[config.mk]
export PLATFORM = sky130hd
export DESIGN_NAME = bwuc_regs
export DESIGN_NICKNAME = d
export VERILOG_FILES = /design/src/design/bwuc_regs.v /design/src/design/bwuc_apb_if.v /design/src/design/bwuc_win_match.v
export VERILOG_INCLUDE_DIRS = /design/src /design/src/design
export SDC_FILE = /design/constraint.sdc
export NUM_CORES = 1
export LEC_CHECK = 0
export BUFFER_PORTS_ARGS = -buffer_cell sky130_fd_sc_hd__buf_2
export CAP_MARGIN = 0
export CORE_ASPECT_RATIO = 2
export CORE_MARGIN = 5
export CORE_UTILIZATION = 47
export DETAILED_ROUTE_END_ITERATION = 7
export PLACE_DENSITY = 0.76
export SLEW_MARGIN = 5
export SYNTH_ARGS = -nofsm -noshare
export SYNTH_HDL_FRONTEND = slang
export SYNTH_SLANG_ARGS = --single-unit
export TNS_END_PERCENT = 20
[constraint.sdc]
create_clock -name clk_sys_i -period 2.4 [get_ports clk_sys_i]
set_clock_uncertainty 0.2 [all_clocks]
set_input_delay 0.48 -clock clk_sys_i [delete_from_list [all_inputs] [get_ports clk_sys_i]]
set_output_delay 0.48 -clock clk_sys_i [all_outputs]
set_load 0.005 [all_outputs]
[src/design/bwuc_defines.vh]
`ifndef BWUC_DEFINES_VH
`define BWUC_DEFINES_VH

// ==========================================================
// Register indices (byte address is four times the index)
`define BWUC_IDX_PF_LIMIT_LOW 10'h026
`define BWUC_IDX_PF_BASE_UP 10'h028
`define BWUC_IDX_PF_LIMIT_UP 10'h02c
`define BWUC_IDX_IO_BASE_UP 10'h030
`define BWUC_IDX_IO_LIMIT_UP 10'h032
`define BWUC_IDX_CAP_HEAD 10'h034
`define BWUC_IDX_ROM_BASE 10'h038
`define BWUC_IDX_IRQ_LINE 10'h03c
`define BWUC_IDX_PF_CAP_CTRL 10'h080

// ==========================================================
// Reset values
`define BWUC_RST_PF_LIMIT_LOW 12'h000
`define BWUC_RST_PF_BASE_UP 32'hffffffff
`define BWUC_RST_PF_LIMIT_UP 32'h00000000
`define BWUC_RST_IO_BASE_UP 16'hffff
`define BWUC_RST_IO_LIMIT_UP 16'h0000
`define BWUC_RST_CAP_HEAD 8'h40
`define BWUC_RST_IRQ_LINE 8'h00
`define BWUC_RST_PF_CAP 1'b1
`define BWUC_RST_PF_BASE 64'hffffffff_00000000
`define BWUC_RST_PF_LIMIT 64'h00000000_000fffff
`define BWUC_RST_IO_BASE 32'hffff0000
`define BWUC_RST_IO_LIMIT 32'h00000fff

// ==========================================================
// Field positions and fills
`define BWUC_PF_LIMIT_MSB 15
`define BWUC_PF_LIMIT_LSB 4
`define BWUC_CAP_BIT 0
`define BWUC_MEM_LOW_FILL 20'hfffff
`define BWUC_MEM_LOW_ZERO 20'h00000
`define BWUC_IO_LOW_FILL 12'hfff
`define BWUC_IO_LOW_ZERO 12'h000
`define BWUC_ZERO32 32'h00000000

`endif

[src/design/bwuc_regs.v]
// Function
// - limit word bit 0 mirrors prefetch width cap
// - limit low holds A31:20, low bits ones
// - base, limit and uppers form prefetch window
// - base upper gives A63:32, resets all ones
// - limit upper gives A63:32, resets zero
// - narrow prefetch: uppers read zero, ignore writes
// - I/O uppers, base resets ffff, limit zero
// - narrow I/O: uppers read zero, ignore writes
// - capability head resets 40h, lock gated
// - option ROM base reads zero, drops writes
// - irq routing line stored, unused otherwise
// - width cap 1 means 64-bit, lock gated
//
// The APB register port was decided locally.
`timescale 1ns/10ps
`default_nettype none
`include "bwuc_defines.vh"
module bwuc_regs (
  input wire clk_sys_i,
  input wire rst_n_i,
  input wire psel_i,
  input wire penable_i,
  input wire pwrite_i,
  input wire [11:0] paddr_i,
  input wire [31:0] pwdata_i,
  input wire [3:0] pstrb_i,
  output wire pready_o,
  output wire [31:0] prdata_o,
  output wire pslverr_o,
  input wire reg_lock_i,
  input wire [11:0] prefetch_base_low_i,
  input wire io_width_cap_i,
  input wire [3:0] io_base_low_i,
  input wire [3:0] io_limit_low_i,
  input wire [63:0] mem_addr_i,
  input wire [31:0] io_addr_i,
  output reg prefetch_width_cap_o,
  output reg [63:0] pf_base_o,
  output reg [63:0] pf_limit_o,
  output reg [31:0] io_base_o,
  output reg [31:0] io_limit_o,
  output reg [7:0] capability_list_head_o,
  output reg [7:0] irq_routing_line_o,
  output wire pf_hit_o,
  output wire io_hit_o
);

  // ========================================================
  // Byte lane merge for partial writes
  function [31:0] merge_lanes;
    input [31:0] old_val;
    input [31:0] new_val;
    input [3:0] strb;
    integer i;
    begin
      merge_lanes = old_val;
      for (i = 0; i < 4; i = i + 1) begin
        if (strb[i]) begin
          merge_lanes[i*8 +: 8] = new_val[i*8 +: 8];
        end
      end
    end
  endfunction

  // ========================================================
  // Write strobe for one register index
  function wr_at;
    input en;
    input [9:0] idx;
    input [9:0] target;
    begin
      wr_at = en && (idx == target);
    end
  endfunction

  // ========================================================
  // Storage
  reg [11:0] prefetch_limit_low;
  reg [31:0] prefetch_base_high;
  reg [31:0] prefetch_limit_high;
  reg [15:0] io_base_high;
  reg [15:0] io_limit_high;
  reg prefetch_width_cap;
  reg [7:0] capability_list_head;
  reg [7:0] irq_routing_line;

  wire [9:0] reg_idx;
  wire wr_en;
  reg rd_hit;
  reg [31:0] rd_data;
  wire [31:0] pf_base_high_eff;
  wire [31:0] pf_limit_high_eff;
  wire [15:0] io_base_high_eff;
  wire [15:0] io_limit_high_eff;
  wire [31:0] next_pf_limit_word;
  wire [63:0] next_pf_base;
  wire [63:0] next_pf_limit;
  wire [31:0] next_io_base;
  wire [31:0] next_io_limit;
  wire [31:0] next_wr_word;
  wire wr_pf_limit_low;
  wire wr_pf_base_up;
  wire wr_pf_limit_up;
  wire wr_io_base_up;
  wire wr_io_limit_up;
  wire wr_cap_head;
  wire wr_irq_line;
  wire wr_pf_cap;

  // ========================================================
  // Bus front end
  bwuc_apb_if u_apb (
    .clk_sys_i(clk_sys_i),
    .rst_n_i(rst_n_i),
    .psel_i(psel_i),
    .penable_i(penable_i),
    .pwrite_i(pwrite_i),
    .paddr_i(paddr_i),
    .rd_data_i(rd_data),
    .rd_hit_i(rd_hit),
    .reg_idx_o(reg_idx),
    .wr_en_o(wr_en),
    .pready_o(pready_o),
    .prdata_o(prdata_o),
    .pslverr_o(pslverr_o)
  );

  // ========================================================
  // Narrow widths hide the upper words
  assign pf_base_high_eff = prefetch_width_cap ? prefetch_base_high : `BWUC_ZERO32;
  assign pf_limit_high_eff = prefetch_width_cap ? prefetch_limit_high : `BWUC_ZERO32;
  assign io_base_high_eff = io_width_cap_i ? io_base_high : 16'h0000;
  assign io_limit_high_eff = io_width_cap_i ? io_limit_high : 16'h0000;

  assign next_pf_limit_word = {16'h0000, prefetch_limit_low, 3'b000,
                               prefetch_width_cap};

  // ========================================================
  // Read decode
  always @* begin
    rd_hit = 1'b1;
    rd_data = `BWUC_ZERO32;
    case (reg_idx)
      `BWUC_IDX_PF_LIMIT_LOW: rd_data = next_pf_limit_word;
      `BWUC_IDX_PF_BASE_UP: rd_data = pf_base_high_eff;
      `BWUC_IDX_PF_LIMIT_UP: rd_data = pf_limit_high_eff;
      `BWUC_IDX_IO_BASE_UP: rd_data = {16'h0000, io_base_high_eff};
      `BWUC_IDX_IO_LIMIT_UP: rd_data = {16'h0000, io_limit_high_eff};
      `BWUC_IDX_CAP_HEAD: rd_data = {24'h000000, capability_list_head};
      `BWUC_IDX_ROM_BASE: rd_data = `BWUC_ZERO32;
      `BWUC_IDX_IRQ_LINE: rd_data = {24'h000000, irq_routing_line};
      `BWUC_IDX_PF_CAP_CTRL: rd_data = {31'h00000000, prefetch_width_cap};
      default: rd_hit = 1'b0;
    endcase
  end

  // ========================================================
  // Register write strobes
  // Addressed word with the written lanes merged in
  assign next_wr_word = merge_lanes(rd_data, pwdata_i, pstrb_i);
  assign wr_pf_limit_low = wr_at(wr_en, reg_idx, `BWUC_IDX_PF_LIMIT_LOW);
  assign wr_pf_base_up = wr_at(wr_en & prefetch_width_cap, reg_idx,
                               `BWUC_IDX_PF_BASE_UP);
  assign wr_pf_limit_up = wr_at(wr_en & prefetch_width_cap, reg_idx,
                                `BWUC_IDX_PF_LIMIT_UP);
  assign wr_io_base_up = wr_at(wr_en & io_width_cap_i, reg_idx,
                               `BWUC_IDX_IO_BASE_UP);
  assign wr_io_limit_up = wr_at(wr_en & io_width_cap_i, reg_idx,
                                `BWUC_IDX_IO_LIMIT_UP);
  assign wr_cap_head = wr_at(wr_en & ~reg_lock_i & pstrb_i[0], reg_idx,
                             `BWUC_IDX_CAP_HEAD);
  assign wr_irq_line = wr_at(wr_en & pstrb_i[0], reg_idx,
                             `BWUC_IDX_IRQ_LINE);
  assign wr_pf_cap = wr_at(wr_en & ~reg_lock_i & pstrb_i[0], reg_idx,
                           `BWUC_IDX_PF_CAP_CTRL);

  // ========================================================
  // One flop group per register
  always @(posedge clk_sys_i) begin
    if (!rst_n_i) begin
      prefetch_limit_low <= `BWUC_RST_PF_LIMIT_LOW;
    end else if (wr_pf_limit_low) begin
      prefetch_limit_low <= next_wr_word[`BWUC_PF_LIMIT_MSB:`BWUC_PF_LIMIT_LSB];
    end
  end

  always @(posedge clk_sys_i) begin
    if (!rst_n_i) begin
      prefetch_base_high <= `BWUC_RST_PF_BASE_UP;
    end else if (wr_pf_base_up) begin
      prefetch_base_high <= next_wr_word;
    end
  end

  always @(posedge clk_sys_i) begin
    if (!rst_n_i) begin
      prefetch_limit_high <= `BWUC_RST_PF_LIMIT_UP;
    end else if (wr_pf_limit_up) begin
      prefetch_limit_high <= next_wr_word;
    end
  end

  always @(posedge clk_sys_i) begin
    if (!rst_n_i) begin
      io_base_high <= `BWUC_RST_IO_BASE_UP;
    end else if (wr_io_base_up) begin
      io_base_high <= next_wr_word[15:0];
    end
  end

  always @(posedge clk_sys_i) begin
    if (!rst_n_i) begin
      io_limit_high <= `BWUC_RST_IO_LIMIT_UP;
    end else if (wr_io_limit_up) begin
      io_limit_high <= next_wr_word[15:0];
    end
  end

  always @(posedge clk_sys_i) begin
    if (!rst_n_i) begin
      capability_list_head <= `BWUC_RST_CAP_HEAD;
    end else if (wr_cap_head) begin
      capability_list_head <= pwdata_i[7:0];
    end
  end

  always @(posedge clk_sys_i) begin
    if (!rst_n_i) begin
      irq_routing_line <= `BWUC_RST_IRQ_LINE;
    end else if (wr_irq_line) begin
      irq_routing_line <= pwdata_i[7:0];
    end
  end

  always @(posedge clk_sys_i) begin
    if (!rst_n_i) begin
      prefetch_width_cap <= `BWUC_RST_PF_CAP;
    end else if (wr_pf_cap) begin
      prefetch_width_cap <= pwdata_i[`BWUC_CAP_BIT];
    end
  end

  // ========================================================
  // Full window bounds
  assign next_pf_base = {pf_base_high_eff, prefetch_base_low_i,
                         `BWUC_MEM_LOW_ZERO};
  assign next_pf_limit = {pf_limit_high_eff, prefetch_limit_low,
                          `BWUC_MEM_LOW_FILL};
  assign next_io_base = {io_base_high_eff, io_base_low_i, `BWUC_IO_LOW_ZERO};
  assign next_io_limit = {io_limit_high_eff, io_limit_low_i, `BWUC_IO_LOW_FILL};

  // ========================================================
  // Window bounds, one cycle behind the registers
  always @(posedge clk_sys_i) begin
    if (!rst_n_i) begin
      pf_base_o <= `BWUC_RST_PF_BASE;
      pf_limit_o <= `BWUC_RST_PF_LIMIT;
      io_base_o <= `BWUC_RST_IO_BASE;
      io_limit_o <= `BWUC_RST_IO_LIMIT;
    end else begin
      pf_base_o <= next_pf_base;
      pf_limit_o <= next_pf_limit;
      io_base_o <= next_io_base;
      io_limit_o <= next_io_limit;
    end
  end

  // ========================================================
  // Registered copies for neighbouring logic
  always @(posedge clk_sys_i) begin
    if (!rst_n_i) begin
      prefetch_width_cap_o <= `BWUC_RST_PF_CAP;
      capability_list_head_o <= `BWUC_RST_CAP_HEAD;
      irq_routing_line_o <= `BWUC_RST_IRQ_LINE;
    end else begin
      prefetch_width_cap_o <= prefetch_width_cap;
      capability_list_head_o <= capability_list_head;
      irq_routing_line_o <= irq_routing_line;
    end
  end

  // ========================================================
  // Address match for forwarding
  bwuc_win_match #(.AW(64)) u_pf_match (
    .clk_sys_i(clk_sys_i),
    .rst_n_i(rst_n_i),
    .addr_i(mem_addr_i),
    .base_i(pf_base_o),
    .limit_i(pf_limit_o),
    .hit_o(pf_hit_o)
  );

  bwuc_win_match #(.AW(32)) u_io_match (
    .clk_sys_i(clk_sys_i),
    .rst_n_i(rst_n_i),
    .addr_i(io_addr_i),
    .base_i(io_base_o),
    .limit_i(io_limit_o),
    .hit_o(io_hit_o)
  );

endmodule // bwuc_regs
`default_nettype wire

[src/design/bwuc_apb_if.v]
`timescale 1ns/10ps
`default_nettype none
`include "bwuc_defines.vh"
// ==========================================================
// APB slave: one wait state, registered answer
module bwuc_apb_if (
  input wire clk_sys_i,
  input wire rst_n_i,
  input wire psel_i,
  input wire penable_i,
  input wire pwrite_i,
  input wire [11:0] paddr_i,
  input wire [31:0] rd_data_i,
  input wire rd_hit_i,
  output wire [9:0] reg_idx_o,
  output wire wr_en_o,
  output reg pready_o,
  output reg [31:0] prdata_o,
  output reg pslverr_o
);
  wire access_wait;

  assign reg_idx_o = paddr_i[11:2];
  assign access_wait = psel_i & penable_i & ~pready_o;
  // Write lands at the edge where pready is sampled high
  assign wr_en_o = psel_i & penable_i & pready_o & pwrite_i & rd_hit_i;

  always @(posedge clk_sys_i) begin
    if (!rst_n_i) begin
      pready_o <= 1'b0;
      prdata_o <= `BWUC_ZERO32;
      pslverr_o <= 1'b0;
    end else begin
      pready_o <= access_wait;
      pslverr_o <= access_wait & ~rd_hit_i;
      if (access_wait && !pwrite_i && rd_hit_i) begin
        prdata_o <= rd_data_i;
      end else if (access_wait) begin
        prdata_o <= `BWUC_ZERO32;
      end
    end
  end
endmodule // bwuc_apb_if
`default_nettype wire

[src/design/bwuc_win_match.v]
`timescale 1ns/10ps
`default_nettype none
// ==========================================================
// Inclusive window compare, registered result
module bwuc_win_match #(
  parameter AW = 64
) (
  input wire clk_sys_i,
  input wire rst_n_i,
  input wire [AW-1:0] addr_i,
  input wire [AW-1:0] base_i,
  input wire [AW-1:0] limit_i,
  output reg hit_o
);
  always @(posedge clk_sys_i) begin
    if (!rst_n_i) begin
      hit_o <= 1'b0;
    end else begin
      hit_o <= (addr_i >= base_i) && (addr_i <= limit_i);
    end
  end
endmodule // bwuc_win_match
`default_nettype wire

==> results of run 1 <==
==> Yosys cell counts (10+ instances only) <==
cell / n
a222oi_1: 16
nand3_1: 15
mux2i_1: 14
o211ai_2: 12
clkbuf_1: 47
o211ai_1: 40
a21o_1: 14
ha_1: 128
dfxtp_1: 306
a22oi_1: 31
buf_2: 21
buf_4: 68
nor2_1: 40
a21oi_1: 73
nand4_1: 36
and2_1: 50
nand2_1: 303
mux2i_2: 20
a22o_4: 10
o21ai_0: 31
and3_1: 51
o21ai_1: 60
inv_1: 131
==> final cells by class <==
| type | instances | share of cell area (%) |
|---|---|---|
| Multi-Input combinational cell | 1102 | 40.2 |
| Sequential cell | 306 | 33.8 |
| Timing Repair Buffer | 460 | 15.7 |
| Clock buffer | 37 | 4.21 |
| Inverter | 132 | 2.73 |
| Tap cell | 372 | 2.57 |
| Clock inverter | 13 | 0.621 |
| Antenna cell | 6 | 0.0828 |
==> power by group through the flow <==
stage | Clock (mW) | Sequential [mW] | Combinational [mW]
floorplan | 0 | 5.25 | 0.511
global placement | 0 | 5.25 | 0.817
detailed placement | 0 | 5.25 | 0.841
CTS | 4.36 | 5.13 | 0.886
global route | 4.58 | 5.13 | 0.987
finish | 4.29 | 5.13 | 0.897
==> cells by family after synthesis <==
logic type | Yosys count
simple gates | 556
compound gates | 320
flops | 306
buf+inv | 280
fa+ha+maj | 128
mux | 34
other cells | 2
==> sequential cells by signal, indices dropped and copies added (netlist names) <==
name / flops
pf_limit_o: 44
capability_list_head_o: 8
capability_list_head: 8
u_apb.pslverr_o: 1
u_apb.prdata_o: 32
io_limit_high: 16
irq_routing_line: 8
prefetch_width_cap_o: 1
prefetch_limit_low: 12
io_base_high: 16
u_pf_match.hit_o: 1
prefetch_width_cap: 1
io_base_o: 20
prefetch_base_high: 32
u_apb.pready_o: 1
pf_base_o: 44
io_limit_o: 20
irq_routing_line_o: 8
prefetch_limit_high: 32
u_io_match.hit_o: 1
==> worst max-delay path: cells and delay by family, from the launching register on <==
kind            cells  cell delay [ns]
compound gates      5             0.68
fa+ha+maj           1             0.27
buf+inv             1             0.05
flops               1             0.33
simple gates        2             0.71
==> layer usage <==
layer	wire (µm)	share of wire [%]	global-route usage (%)
met1	17200	35	28.4
met2	25100	52	48.7
met3	3050	6.3	3.54
met4	3290	6.8	16.6
met5	48	0.098	0
==> path summary, 6_finish.rpt <==
| check | startpoint | to | slack [ns] |
|---|---|---|---|
| max | pf_base_o[23]$_SDFF_PN0_ | u_pf_match.hit_o$_SDFF_PN0_ | 0.10 |
| max reg2reg | pf_base_o[23]$_SDFF_PN0_ | u_pf_match.hit_o$_SDFF_PN0_ | 0.10 |
| min reg2reg | u_apb.prdata_o[28]$_SDFFE_PN0P_ | u_apb.prdata_o[28]$_SDFFE_PN0P_ | 0.25 |
| min | pwdata_i[3] | irq_routing_line[3]$_SDFFE_PN0P_ | 0.04 |
==> timing repair <==
action,CTS,global route
pin swaps,8,3
buffers inserted,1,0
hold buffers,27,0
setup endpoints to repair,1,1
gates resized for setup,10,4
hold endpoints to repair,32,0
==> per-stage QoR <==
step / util (%) / setup slack, ns / TNS (ns)
final: 59.0 / 0.101 / 0
after floorplan: - / -0.0899 / -8.00
after global placement: 55.0 / -0.370 / -31.46
after global routing: 58.9 / -0.000354 / -0.000354
after CTS: 58.8 / 0.0426 / 0
after detailed placement: 55.0 / -0.414 / -40.41
==> run summary, run 1 <==
Num Clock Sinks - 306
Post-DR wirelength/cell - 20.1 µm
Worst setup SP type - flop
Placed cell area - 16900 µm²
Clk_lat worst skew - 0.55 ns
Slew headroom - 13.4%
Status - finished clean
Pin count of the biggest net entering global routing - 111
Synth Area in Simple Gates - 18.7%
Worst Setup End Kind - flop
Max-cap violations - 0
Fill cells - 2710
Flop pwr share - 49.7%
Fin cells - 2428
Slew at the pin closest to its max-slew limit - 1.29 ns
Synth area leader - dfxtp_1
Mapped Avg Cell Area - 8.93 µm²
Finish-stage setup viols - 0
Slew Limit Fails - 0
PwrDens - 569 nW/µm²
Crit path DAT - 2.58 ns
CP most frequent cell - a31oi_1
Switching share of power - 23.9%
Async SR Flop Fraction - 0%
Tmin final - 2.30 ns
Switching power - 2.47 mW
First-pass GRT wire length - 73.0 mm
CTS tree - built
Rows - 91
Final hold viol count - 0
Synth-to-Final Area Change - 24.8%
Post-route antenna net violation count - 0
Hold slack - 0.0377 ns
Global route overflow - 0
Starting Density - 47.2%
Reg clk slew, reported paths - 0.07 ns
Nets - 2328
Synth Area in Adders - 11.0%
Register area share after synthesis - 42.2%
Hold Path Class - input port to flop
Post-synth top flop - dfxtp_1
Drc violations - 0
Fmax achieved - 0.435 GHz
DR vias - 13200
Final period util - 95.8%
Share of the synthesized area in the top cell type - 42.2%
Multiplexer share of the synthesized area - 2.86%
PortBufs - 349
Leakage - 9.07 nW
Layout cell share with drive strength beyond 1 - 27.1%
FF-to-FF path depth - 9
Synth Area in Compound Gates - 15.5%
DRT Pass-1 Iters - 5
Reg area - 6130 µm²
DRT iter0 DRCs - 968
CTS Root Cell - clkbuf_16
Synthesized area - 14500 µm²
Most common cell after layout, fill and taps aside - buf_2
Crit path cell chain - inv_1, ha_1, or4b_4, nor4_2, a31oi_1, a21o_1, a41oi_2, o21ai_1, a31oi_1
Crit path largest cell delay - 0.46 ns
EDFF count, synth - 0
Main combinational cell family by area after synthesis - simple AND/OR/NAND/NOR gates
Clock Power Share - 41.6%
Final HPWL DP - 38.4 mm
GP Congestion - 0.972
Post-synth cell types - 64
DIE AREA - 34700 µm²
Clock buffer count from CTS - 27
Gr usage total - 26.6%
Max clock buf depth - 3
Num ports - 416
Final wirelength - 48.7 mm
Tot Pwr - 10.3 mW
Multi-input logic area - 7290 µm²
Most frequent cells in the layout - 348 x buf_2, 303 x dfxtp_1, 302 x nand2_1, 131 x inv_1, 128 x ha_1
Worst path slowest cell - or4b_4
Initial antenna violation count - 9
Synth Warn # - 0
Mapped Cells - 1626
Combinational power share - 8.7%
Setup CP Type - flop to flop
Internal Power - 7.85 mW
Core box area - 30700 µm²
Final Instance Area - 18100 µm²
Maximum VDD drop - 0.620 mV
Post-synthesis xor/xnor area fraction - 0%
Die Ht - 259 µm
H-tree depth - 1
Post-DR vias/cell - 5.43
# placed instances - 2345
Area contributors post-synth - dfxtp_1 42%, ha_1 11%, nand2_1 7.8%, buf_4 3.5%, inv_1 3.4%
Required @ worst endpoint - 2.68 ns
Vias in the first global route - 13300
Seq cells post-synth - 306
Die width - 134 µm
Maximum fanout along the worst path - 2
Hold Path Depth - 3
(Power assumes the default switching activity.)
==> run 2: changes to the inputs <==
--- a/config.mk
+++ b/config.mk
@@ -13,6 +13,7 @@
 export CORE_UTILIZATION = 47
 export DETAILED_ROUTE_END_ITERATION = 7
 export PLACE_DENSITY = 0.76
+export RECOVER_POWER = 100
 export SLEW_MARGIN = 5
 export SYNTH_ARGS = -nofsm -noshare
 export SYNTH_HDL_FRONTEND = slang
==> run summary, run 2 (synthesized netlist as in run 1, its figures left out) <==
DRT Pass-1 Iters - 5 (unchanged)
Num ports - 416 (unchanged)
Crit path largest cell delay - 0.55 ns (+0.09 ns)
Max clock buf depth - 3 (unchanged)
Final hold viol count - 0 (unchanged)
Rows - 91 (unchanged)
Fin Setup TNS - 0 ns (unchanged)
DR vias - 13200 (+0.48%)
First-pass GRT wire length - 73.0 mm (unchanged)
Global route overflow - 0 (unchanged)
Drc violations - 0 (unchanged)
Slew headroom - 14.0% (+0.61 points)
Initial antenna violation count - 9 (unchanged)
# placed instances - 2345 (unchanged)
Crit path cell chain - buf_2, or4_4, nor2_1, o21ai_1, buf_4, a211oi_4, clkbuf_4, nand2_1, a21oi_1
FF-to-FF End - u_pf_match.hit_o$_SDFF_PN0_
PortBufs - 349 (unchanged)
Crit path DAT - 2.64 ns (+0.06 ns)
PwrDens - 578 nW/µm² (+1.4%)
Final Instance Area - 17900 µm² (-1.5%)
Starting Density - 47.2% (unchanged)
Post-route antenna net violation count - 0 (unchanged)
Layout cell share with drive strength beyond 1 - 20.2% (-6.9 points)
Final wirelength - 48.7 mm (-0.14%)
Hold Path Origin - pwdata_i[3]
Largest registers - pf_base_o x44, pf_limit_o x44
Fin cells - 2428 (unchanged)
Setup CP Type - input port to flop
Finish-stage setup viols - 0 (unchanged)
Vias in the first global route - 13300 (unchanged)
Slew at the pin closest to its max-slew limit - 1.29 ns (-0.00913 ns)
Most frequent cells in the layout - 305 x dfxtp_1, 302 x nand2_1, 227 x buf_2, 131 x inv_1, 129 x clkbuf_1
Tmin final - 2.36 ns (+0.0628 ns)
Reg2Reg Setup Slack - 0.08 ns (-0.02 ns)
Slew Limit Fails - 0 (unchanged)
Final period util - 98.4% (+2.6 points)
Maximum VDD drop - 0.612 mV (-1.3%)
Die Ht - 259 µm (unchanged)
Nets - 2328 (unchanged)
Most common cell after layout, fill and taps aside - dfxtp_1
Core box area - 30700 µm² (unchanged)
Worst path slowest cell - or4_4
DRT iter0 DRCs - 948 (-2.1%)
DIE AREA - 34700 µm² (unchanged)
CTS tree - built
Leakage - 8.59 nW (-5.3%)
Gr usage total - 26.6% (unchanged)
Num Clock Sinks - 306 (unchanged)
Post-DR wirelength/cell - 20.0 µm (-0.14%)
H-tree depth - 1 (unchanged)
Hold Path Depth - 3 (unchanged)
Worst setup SP type - input port
Max-cap violations - 0 (unchanged)
Clk_lat worst skew - 0.55 ns (about the same)
Fmax achieved - 0.423 GHz (-2.7%)
Hold Path Class - input port to flop
Required @ worst endpoint - 2.67 ns (about the same)
Reg clk slew, reported paths - 0.07 ns (about the same)
Synth-to-Final Area Change - 22.9%
Fill cells - 2818 (+4.0%)
Maximum fanout along the worst path - 32 (+30)
Final HPWL DP - 38.4 mm (unchanged)
Post-DR vias/cell - 5.45 (+0.48%)
CTS Root Cell - clkbuf_16
Crit Reg-Reg Startpoint - pf_base_o[23]$_SDFF_PN0_
Worst Hold Path EP - irq_routing_line[3]$_SDFFE_PN0P_
Placed cell area - 16900 µm² (unchanged)
FF-to-FF path depth - 9 (unchanged)
GP Congestion - 0.972 (unchanged)
Status - finished clean
Pin count of the biggest net entering global routing - 111 (unchanged)
Die width - 134 µm (unchanged)
Worst Setup End Kind - flop
Clock buffer count from CTS - 27 (unchanged)
run 2: cell count changes in the layout (fill, tap and decap cells not counted), sizes merged:
cell / before / now
buf: 433 / 301
clkbuf: 37 / 169
run 2: how the worst max path moves through the flow:
stage / startpoint / to / slack [ns]
after global placement: mem_addr_i[21] / u_pf_match.hit_o$_SDFF_PN0_ / -0.37
after floorplan: paddr_i[2] / io_base_high[1]$_SDFFE_PN1P_ / -0.09
final: paddr_i[2] / u_apb.prdata_o[16]$_SDFFE_PN0P_ / 0.04
after detailed placement: paddr_i[9] / io_base_high[9]$_SDFFE_PN1P_ / -0.41
after global routing: pf_limit_o[23]$_SDFF_PN0_ / u_pf_match.hit_o$_SDFF_PN0_ / -0.002
after CTS: pf_limit_o[62]$_SDFF_PN0_ / u_pf_match.hit_o$_SDFF_PN0_ / 0.04
run 2: power breakdown:
part / switching [mW] / internal [mW] / leakage, nW
Combinational: 0.503 / 0.377 / 5.69
Clock: 1.94 / 2.35 / 0.426
Sequential: 0.0234 / 5.11 / 2.48
run 2: per-stage QoR:
| stage | setup slack [ns] | power [mW] | hold slack (ns) | util [%] |
|---|---|---|---|---|
| floorplan | -0.0899 | 5.76 | 0.234 | - |
| global placement | -0.370 | 6.07 | 0.239 | 55.0 |
| detailed placement | -0.414 | 6.09 | 0.250 | 55.0 |
| CTS | 0.0426 | 10.4 | 0.0200 | 58.8 |
| global route | -0.00188 | 10.7 | 0.0458 | 58.1 |
| finish | 0.0378 | 10.3 | 0.0373 | 58.1 |
run 2: metal layers:
| metal | wire length (µm) | up-vias | track usage (%) |
|---|---|---|---|
| li1 | - | 6282 | - |
| met3 | 3040 | 178 | 3.54 |
| met1 | 17200 | 6143 | 28.4 |
| met4 | 3360 | 8 | 16.6 |
| met2 | 25000 | 627 | 48.7 |
| met5 | 48 | - | 0 |
run 2: final cells by class:
type	count	area [µm²]	share of cell area, %
clock buffers	37	763	4.28
flip-flops and latches	306	6130	34.3
well taps	372	465	2.61
diodes	6	15.0	0.0841
inverters	132	495	2.78
multi-input cells	1102	7230	40.5
clock inverters	13	113	0.631
repair buffers	460	2640	14.8
run 2: what timing repair did:
item	4_1_cts	5_1_grt
hold endpoints to repair	32	0
endpoints found under the setup margin	1	1
gates resized for setup	10	4
hold buffers	27	0
buffers inserted	1	0
pin swaps	8	3
run 2: critical path, delay by kind of cell:
family                 cells  cell delay (ns)
AO/OA/AOI/OAI              3             0.53
buffers and inverters      3             0.70
AND/OR/NAND/NOR            3             0.92
